## config.mk

```make
export PLATFORM = sky130hd
export DESIGN_NAME = lvr_ctrl
export DESIGN_NICKNAME = d
export VERILOG_FILES = /design/src/lvr_pkg.sv /design/src/lvr_ctrl.sv
export SDC_FILE = /design/constraint.sdc
export NUM_CORES = 1
export LEC_CHECK = 0
export BUFFER_PORTS_ARGS = -buffer_cell sky130_fd_sc_hd__buf_2
export CORE_UTILIZATION = 51
export DETAILED_ROUTE_END_ITERATION = 16
export PLACE_DENSITY_LB_ADDON = 0.1
export RECOVER_POWER = 100
export SYNTH_ARGS = -nofsm -noshare
export SYNTH_HDL_FRONTEND = slang
export SYNTH_SLANG_ARGS = --single-unit
```

## constraint.sdc

```tcl
create_clock -name clk -period 2.6 [get_ports clk]
set_input_delay 0.13 -clock clk [delete_from_list [all_inputs] [get_ports clk]]
set_output_delay 0.13 -clock clk [all_outputs]
set_load 0.05 [all_outputs]
```

## src/lvr_pkg.sv

```systemverilog
// Constants for the low-voltage detector interrupt and reset controller
package lvr_pkg;

    typedef enum logic [1:0] {LVR_OFF, LVR_INT, LVR_COMBO, LVR_RST} lvr_mode_t;

    // Register byte offsets
    localparam logic [7:0] OFS_CTRL   = 8'h00;
    localparam logic [7:0] OFS_LEVEL  = 8'h04;
    localparam logic [7:0] OFS_STATUS = 8'h08;
    localparam logic [7:0] OFS_MASK   = 8'h0C;

    // Field positions
    localparam int BIT_WE       = 7;
    localparam int BIT_MODESEL  = 7;
    localparam int BIT_LEVELSEL = 0;
    localparam int ST_WARN      = 0;
    localparam int ST_DETRST    = 1;
    localparam int ST_SETTLED   = 2;
    localparam int ST_W         = 3;

    // Reset values of the sense level register per mode, and of the mask
    localparam logic [7:0] LEVEL_COMBO = 8'h00;
    localparam logic [7:0] LEVEL_RST   = 8'h81;
    localparam logic [7:0] LEVEL_INT   = 8'h01;
    localparam logic [2:0] MASK_RESET  = 3'h7;

    // Timing
    localparam int CLK_PERIOD_NS  = 50;
    localparam int DET_DELAY_NS   = 300000;
    localparam int DET_DELAY_CYC  = DET_DELAY_NS / CLK_PERIOD_NS;
    localparam int PIPE_CYC       = 4;
    localparam int SETTLE_NS      = 400000;
    localparam int SETTLE_CYC     = (SETTLE_NS + CLK_PERIOD_NS - 1) / CLK_PERIOD_NS;
    localparam logic [2:0] SETTLE_OSC = 3'h5;

endpackage

```

## src/lvr_ctrl.sv

```systemverilog
// Low-voltage detector control in off, interrupt, reset and combined interrupt and reset modes
//
// The placing of the registers and the APB register port were chosen for this implementation.
`timescale 1ns/100ps
module lvr_ctrl #(
    parameter int FILT_CYC   = lvr_pkg::DET_DELAY_CYC - lvr_pkg::PIPE_CYC,
    parameter int SETTLE_MAX = lvr_pkg::SETTLE_CYC
) (
    // Clock, reset, enable
    input  wire logic        clk,
    input  wire logic        reset,
    input  wire logic        clk_en,
    // Option byte mode field
    input  wire logic        det_mode_opt_hi,
    input  wire logic        det_mode_opt_lo,
    // Analog comparators, asynchronous, high while supply is above threshold
    input  wire logic        above_high_threshold,
    input  wire logic        above_low_threshold,
    // Low-speed oscillator, sampled as data
    input  wire logic        slow_osc_clock,
    // APB slave
    input  wire logic        psel,
    input  wire logic        penable,
    input  wire logic        pwrite,
    input  wire logic [7:0]  paddr,
    input  wire logic [31:0] pwdata,
    output logic             pready,
    output logic             pslverr,
    output logic [31:0]      prdata,
    // System side
    output logic             detector_reset,
    output logic             low_supply_irq,
    output logic             irq
);

    typedef enum logic [1:0] {S_POWERUP, S_RUN, S_WARNED, S_LVRESET} lvr_state_t;

    function automatic logic mapped(input logic [7:0] a);
        mapped = (a == lvr_pkg::OFS_CTRL) || (a == lvr_pkg::OFS_LEVEL)
              || (a == lvr_pkg::OFS_STATUS) || (a == lvr_pkg::OFS_MASK);
    endfunction

    function automatic lvr_pkg::lvr_mode_t decode_mode(input logic hi, input logic lo);
        unique case ({hi, lo})
            2'b10:   decode_mode = lvr_pkg::LVR_COMBO;
            2'b11:   decode_mode = lvr_pkg::LVR_RST;
            2'b01:   decode_mode = lvr_pkg::LVR_INT;
            default: decode_mode = lvr_pkg::LVR_OFF;
        endcase
    endfunction

    lvr_pkg::lvr_mode_t      mode;
    lvr_state_t              state;
    lvr_state_t              next_state;
    logic [1:0]              cmp_raw;
    logic [1:0]              sync1;
    logic [1:0]              sync2;
    logic [1:0]              filt;
    logic                    level_write_enable;
    logic [7:0]              sense_level_reg;
    logic [lvr_pkg::ST_W-1:0] status;
    logic [lvr_pkg::ST_W-1:0] mask;
    logic [2:0]              osc_sync;
    logic [2:0]              osc_cnt;
    logic [13:0]             settle_cnt;
    logic                    settled;
    logic                    suppress;
    logic                    warn_evt;
    logic                    rst_evt;
    logic                    wr;
    logic                    rd;

    assign mode     = decode_mode(det_mode_opt_hi, det_mode_opt_lo);
    assign cmp_raw  = {above_low_threshold, above_high_threshold};
    assign suppress = level_write_enable;
    assign pready   = clk_en;
    assign wr       = psel && penable && pwrite && clk_en;
    assign rd       = psel && penable && !pwrite && clk_en;

    // Two flops per comparator, then a stability filter
    genvar gi;
    generate
        for (gi = 0; gi < 2; gi++)
        begin : g_cmp
            logic [13:0] cnt;
            always_ff @(posedge clk)
            begin
                if (reset)
                begin
                    sync1[gi] <= 1'b0;
                    sync2[gi] <= 1'b0;
                end
                else if (clk_en)
                begin
                    sync1[gi] <= cmp_raw[gi];
                    sync2[gi] <= sync1[gi];
                end
            end
            // Filter rejects chatter yet stays inside the detection delay bound
            always_ff @(posedge clk)
            begin
                if (reset)
                begin
                    cnt      <= 14'h0000;
                    filt[gi] <= 1'b0;
                end
                else if (clk_en)
                begin
                    if (sync2[gi] == filt[gi])
                        cnt <= 14'h0000;
                    else if (cnt >= 14'(FILT_CYC - 1))
                    begin
                        cnt      <= 14'h0000;
                        filt[gi] <= sync2[gi];
                    end
                    else
                        cnt <= cnt + 14'h0001;
                end
            end
        end
    endgenerate

    // Detector sequence
    always_comb
    begin
        next_state = state;
        warn_evt   = 1'b0;
        rst_evt    = 1'b0;
        unique case (state)
            S_POWERUP:
                if (filt[0])
                    next_state = S_RUN;
            S_RUN:
                if (!suppress)
                begin
                    if (mode == lvr_pkg::LVR_RST && !filt[0])
                    begin
                        next_state = S_LVRESET;
                        rst_evt    = 1'b1;
                    end
                    else if (mode != lvr_pkg::LVR_RST && mode != lvr_pkg::LVR_OFF
                             && !filt[0])
                    begin
                        next_state = S_WARNED;
                        warn_evt   = 1'b1;
                    end
                end
            S_WARNED:
                if (filt[0])
                    next_state = S_RUN;
                else if (!suppress && mode == lvr_pkg::LVR_COMBO && !filt[1])
                begin
                    next_state = S_LVRESET;
                    rst_evt    = 1'b1;
                end
            S_LVRESET:
                if (filt[0])
                    next_state = S_RUN;
        endcase
    end

    always_ff @(posedge clk)
    begin
        if (reset)
            state <= S_POWERUP;
        else if (clk_en)
            state <= next_state;
    end

    // Reset is driven from state, so release follows the filtered comparator
    always_ff @(posedge clk)
    begin
        if (reset)
            detector_reset <= 1'b1;
        else if (clk_en)
            detector_reset <= (mode != lvr_pkg::LVR_OFF)
                           && (next_state == S_POWERUP || next_state == S_LVRESET);
    end

    always_ff @(posedge clk)
    begin
        if (reset)
            low_supply_irq <= 1'b0;
        else if (clk_en)
            low_supply_irq <= warn_evt && !mask[lvr_pkg::ST_WARN];
    end

    // Control and sense level registers
    always_ff @(posedge clk)
    begin
        if (reset)
            level_write_enable <= 1'b0;
        else if (clk_en && wr && paddr == lvr_pkg::OFS_CTRL)
            level_write_enable <= pwdata[lvr_pkg::BIT_WE];
    end

    always_ff @(posedge clk)
    begin
        if (reset)
        begin
            unique case (mode)
                lvr_pkg::LVR_RST: sense_level_reg <= lvr_pkg::LEVEL_RST;
                lvr_pkg::LVR_INT: sense_level_reg <= lvr_pkg::LEVEL_INT;
                default:          sense_level_reg <= lvr_pkg::LEVEL_COMBO;
            endcase
        end
        else if (clk_en && wr && paddr == lvr_pkg::OFS_LEVEL && level_write_enable)
        begin
            sense_level_reg[lvr_pkg::BIT_MODESEL]  <= pwdata[lvr_pkg::BIT_MODESEL];
            sense_level_reg[lvr_pkg::BIT_LEVELSEL] <= pwdata[lvr_pkg::BIT_LEVELSEL];
        end
    end

    // Settling aid: counts slow clock edges and time while write enable is set
    always_ff @(posedge clk)
    begin
        if (reset)
            osc_sync <= 3'h0;
        else if (clk_en)
            osc_sync <= {osc_sync[1:0], slow_osc_clock};
    end

    always_ff @(posedge clk)
    begin
        if (reset)
        begin
            osc_cnt    <= 3'h0;
            settle_cnt <= 14'h0000;
        end
        else if (clk_en)
        begin
            if (!level_write_enable)
            begin
                osc_cnt    <= 3'h0;
                settle_cnt <= 14'h0000;
            end
            else
            begin
                if (osc_sync[1] && !osc_sync[2] && osc_cnt != lvr_pkg::SETTLE_OSC)
                    osc_cnt <= osc_cnt + 3'h1;
                if (settle_cnt != 14'(SETTLE_MAX))
                    settle_cnt <= settle_cnt + 14'h0001;
            end
        end
    end

    assign settled = level_write_enable
                  && (osc_cnt == lvr_pkg::SETTLE_OSC || settle_cnt == 14'(SETTLE_MAX));

    // Sticky status, cleared by read; a new event wins over the clear
    always_ff @(posedge clk)
    begin
        if (reset)
            status <= '0;
        else if (clk_en)
        begin
            if (rd && paddr == lvr_pkg::OFS_STATUS)
                status <= '0;
            if (warn_evt)
                status[lvr_pkg::ST_WARN] <= 1'b1;
            if (rst_evt)
                status[lvr_pkg::ST_DETRST] <= 1'b1;
            if (settled)
                status[lvr_pkg::ST_SETTLED] <= 1'b1;
        end
    end

    // Mask returns to all set after any reset, the detector's own included
    always_ff @(posedge clk)
    begin
        if (reset)
            mask <= lvr_pkg::MASK_RESET;
        else if (clk_en)
        begin
            if (rst_evt)
                mask <= lvr_pkg::MASK_RESET;
            else if (wr && paddr == lvr_pkg::OFS_MASK)
                mask <= pwdata[lvr_pkg::ST_W-1:0];
        end
    end

    always_ff @(posedge clk)
    begin
        if (reset)
            irq <= 1'b0;
        else if (clk_en)
            irq <= |(status & ~mask) && !suppress;
    end

    // APB read data captured in the setup cycle
    always_ff @(posedge clk)
    begin
        if (reset)
            prdata <= 32'h0000_0000;
        else if (clk_en && psel && !penable)
        begin
            prdata <= 32'h0000_0000;
            unique case (paddr)
                lvr_pkg::OFS_CTRL:   prdata[lvr_pkg::BIT_WE] <= level_write_enable;
                lvr_pkg::OFS_LEVEL:  prdata[7:0] <= sense_level_reg;
                lvr_pkg::OFS_STATUS: prdata[lvr_pkg::ST_W-1:0] <= status;
                lvr_pkg::OFS_MASK:   prdata[lvr_pkg::ST_W-1:0] <= mask;
                default:             prdata <= 32'h0000_0000;
            endcase
        end
    end

    assign pslverr = psel && penable && !mapped(paddr);

endmodule

```

Word-level counts from Yosys, hierarchy flattened
Index checks and enable logic that the tools add are counted.
Widths: inputs -> output; s select.
{ "op_classes": {"addsub": 4, "order_cmp": 2, "eq_ne": 22, "n_mux": 39, "bitwise": 4, "n_reduce_logical": 57} }
{ "op_table": {"columns": ["operator", "count"], "rows": [
  ["$mux 14", 6],
  ["$add 14x1->14 const B", 3],
  ["$ge 14x13->1 const B", 2],
  ["$logic_and 1x1->1", 25],
  ["$eq 8x4->1 const B", 2],
  ["$pmux 8 s2", 1],
  ["$mux 1", 15],
  ["$mux 3", 5],
  ["$eq 14x13->1 const B", 1],
  ["$eq 2x2->1 const B", 7],
  ["$ne 14x13->1 const B", 1],
  ["$mux 2", 6],
  ["$pmux 2 s3", 2],
  ["$reduce_and 2->1", 6],
  ["$reduce_bool 2->1", 6],
  ["$pmux 3 s3", 1],
  ["$eq 8x3->1 const B", 1],
  ["$logic_not 1->1", 8],
  ["$logic_not 8->1", 1],
  ["$eq 2x1->1 const B", 3],
  ["$reduce_and 3->1", 2],
  ["$logic_or 1x1->1", 5],
  ["$logic_not 2->1", 2],
  ["$mux 4", 1],
  ["12 further kinds", 16]
]} }
{ "totals": {"register_bits": 82, "inputBits": 51, "output_inout_bits": 37, "wordCells": 151} }

Depth between registers and ports, before layout
{ "logic_depth": {"word_depth": 12, "mapped_depth": 7, "ltp_nobuf": 7} }

Worst setup path after synthesis
OpenSTA, ideal clock, no wires.
{ "synth_timing": {"path_kind": "reg2reg", "from": "register settle_cnt[5]", "to": "register settle_cnt[2]", "setup_time_ps": 128, "t_arrival_ps": 1473, "required_time_ps": 2472, "slack_ps": 1000, "stages_incl_launch_ff": 6, "n_path_buf": 0, "period_less_slack_ps": 1600, "path_cell_list": "dfxtp_1 > or4b_4 > nor4_4 > o22ai_2 > a22oi_2 > nor2_1"} }
{ "synth_via": {"elab_chain_cells": 3} }
{ "synth_rtl": {"columns": ["element", "line_no", "text"], "rows": [
  ["start, declared", "lvr_ctrl.sv:65", "logic [13:0] settle_cnt;"],
  ["start signal, assigned", "lvr_ctrl.sv:242", "settle_cnt <= settle_cnt + 14'h0001;"],
  ["$ne 14x13->1", "lvr_ctrl.sv:241", "if (settle_cnt != 14'(SETTLE_MAX))"],
  ["$ne 2x1->1 (no line)", null, null],
  ["$reduce_and 2->1 (no line)", null, null]
]} }
Every way passes these cells.
A chain may end at the register's enable or synchronous reset.

==> impl_metrics.csv <==
group,metric,value,unit
final_layout,reg_top3,"g_cmp.cnt: 28 flops, settle_cnt: 14 flops, prdata: 4 flops",
clock_tree,clockRootBuffer,"clkbuf_8",
global_route,grt-ovfl-total,0,
critical_path,cpPeakStageDelay,830,ps
synth,synth_flop_cell,"dfxtp_1",
synth,yosysWarnings,0,
drt,vias_per_cell,5.54,
drt,wl,8.19,mm
sta,setup_viol_count_final,0,
critical_path,regToRegStartpoint,"g_cmp[0].cnt[0]",
sta,tns,0,ps
clock_tree,cts_max_level,3,
sta,worst_pin_slew,1200,ps
drt,dr.pass1.iters,4,
final_layout,layout_common_cells,"dfxtp_1, nor2_1, nand2_1",
sta,fin_crit,2080,ps
sta,fin_skew,9.33,ps
sta,relSlewSlack,20.2,%
critical_path,worstPathMaxFanout,18,
synth,netlist_instances,464,
critical_path,cpMostUsedCell,"clkbuf_1",
synth,synth.largest_area_cell,"dfxtp_1",
sta,rsz0062_at_grt,"no",
critical_path,crit_slowest_cell,"clkbuf_1",
synth,netlist_top_cells_area,"dfxtp_1, buf_4, nor2_1",
global_route,grt_pass1_vias,2947,
global_route,grt_start_max_net_pins,29,
drt,route.detailed.drc,0,
critical_path,crit_end,"g_cmp[0].cnt[2]",
clock_tree,cts_buffer_depth,2,
die,fp.dieW,90.4,um
place,hpwl,5.57,mm
final_layout,nets,559,
synth,syn_avg_cell_area,8.59,um2
critical_path,crit_path_start,"clk_en",
global_route,grt_pass1_wl,13.5,mm
status,run_status,"finished clean",
die,rows,31,
final_layout,final_common_cell,"dfxtp_1",
job,drv_cap,0,
critical_path,cp-start-kind,"input pin",
die,initial_utilization,53.8,%
clock_tree,cts_tree,"built",
synth,synth_area,3990,um2
synth,async_reset_ff_share,0,%
worst_hold_path,hold_path.class,"input pin to flop",
synth,yosysTopAreaCellShare,35.2,%
die,dieArea,8170,um2
critical_path,reg2regPathDepth,6,
critical_path,cp-end-kind,"flop",
critical_path,path_cells,"clkbuf_1 > clkbuf_1 > nor2_1 > buf_4 > a31oi_1 > mux2i_1",
clock_tree,cts.sinks,72,
sta,hold_violations,0,
final_layout,diodes,0,
power,ir_drop,0.428,mV
synth,synth_seq_cells,72,
critical_path,crit_arrival,2310,ps
die,io_pins,88,
drt,ant_nets,0,
synth,synth_edf_count,2,
synth,yosysSeqAreaShare,36.7,%
power,p_leak,1.62,nW
final_layout,largest_reg_flops,28,
final_layout,largest_register,"g_cmp.cnt",
critical_path,crit_type,"input pin to flop",
drt,via_count,3308,
critical_path,cp.required,2830,ps
die,core_area,7410,um2
clock_tree,cts_buffers,9,
sta,drv_slew,0,
power,powerDensity,543,nW/um2
drt,wire_per_inst,13.7,um
final_layout,drive_gt1_share,10.2,%
clock_tree,path_clk_slew,80,ps
critical_path,r2r-end,"g_cmp[0].cnt[10]",
clock_tree,clock_latency,340,ps
place,gp_congestion,0.845,
synth,netlist-cell-type-count,69,
power,p_total,2.32,mW
critical_path,rrSetupSlack,540,ps
global_route,grt.total_usage,20.4,%
final_layout,area_growth,7.10,%
clock_tree,post-cts-setup-buffers,0,
drt,drtIter0Drc,158,
sta,fin_crit_sh,80.0,%
global_route,grt_antenna_before_repair,0,
die,die_h,90.4,um
place,io_buffers,31,
sta,clock.fmax,481,MHz
==> worst max-delay path, delay by kind of cell <==
kind            cells  cell delay, ps
buf+inv             3            1600
compound gates      1             150
simple gates        1             320
mux                 1             100
==> power breakdown <==
group          internal (mW)  switching [mW]
logic                 0.0482           0.185
clock network          0.548           0.415
registers               1.12         0.00559
total                   1.71           0.605
==> timing repair <==
item	4_1_cts	5_1_grt
hold buffers	3	0
resized for setup	0	0
endpoints found under the hold margin	3	0
==> cell type report <==
cell class | instances | area (um2)
fillers | 724 | 3140
multi-input cells | 353 | 2200
flip-flops and latches | 72 | 1460
repair buffers | 38 | 196
clock buffers | 13 | 180
well taps | 99 | 124
inverters | 20 | 75.1
clock inverters | 2 | 35.0
==> cell usage after synthesis, types with 6 or more instances <==
master	count
dfxtp_1	70
nand2_1	40
nand3_1	21
mux2i_1	15
nor2_1	52
a31oi_1	6
o21ai_0	10
nand4_1	9
a21oi_1	22
xor2_1	13
clkbuf_1	8
nor3_1	8
buf_4	31
inv_1	19
and2_1	8
nand3b_1	6
o31ai_1	7
a211oi_1	6
and3_1	12
ha_1	14
==> per-stage QoR <==
stage	utilization, %	instance area, um2	hold slack [ps]	setup WS (ps)	cells
CTS	58.4	4320	8.76	696	597
global placement	55.0	4080	341	789	579
finish	57.6	4270	24.2	520	597
floorplan	-	4090	254	1000	491
detailed placement	55.0	4080	347	721	579
global route	57.6	4270	14.4	259	597
==> kinds of logic after synthesis <==
| family | Yosys count | share of synthesized area (%) |
|---|---|---|
| DFF | 72 | 36.7 |
| AOI/OAI and AO/OA | 93 | 16.7 |
| buffers and inverters | 66 | 9.86 |
| muxes | 17 | 4.33 |
| adders and majority gates | 14 | 4.40 |
| and+or+nand+nor | 184 | 24.2 |
| xor gates and xnor gates | 17 | 3.74 |
| other | 1 | 0.0941 |
==> how the worst min path moves through the flow <==
stage	startpoint	slack, ps	cells after the start	to
5_1_grt	above_high_threshold	10	3	sync1[0]
6_report	above_high_threshold	20	3	sync1[0]
3_3_place_gp	pwdata[1]	340	3	mask[1]
4_1_cts	above_high_threshold	9	3	sync1[0]
2_1_floorplan	pwdata[0]	250	2	mask[0]
3_5_place_dp	pwdata[2]	350	3	mask[2]
==> per-layer routing <==
| metal | GRT usage (%) | vias up | routed length, um |
|---|---|---|---|
| li1 | - | 1665 | - |
| met4 | 7.66 | 0 | 78 |
| met3 | 4.80 | 8 | 299 |
| met5 | 0 | - | 0 |
| met1 | 26.5 | 1564 | 3990 |
| met2 | 32.6 | 71 | 3830 |
(Power assumes the default switching activity.)
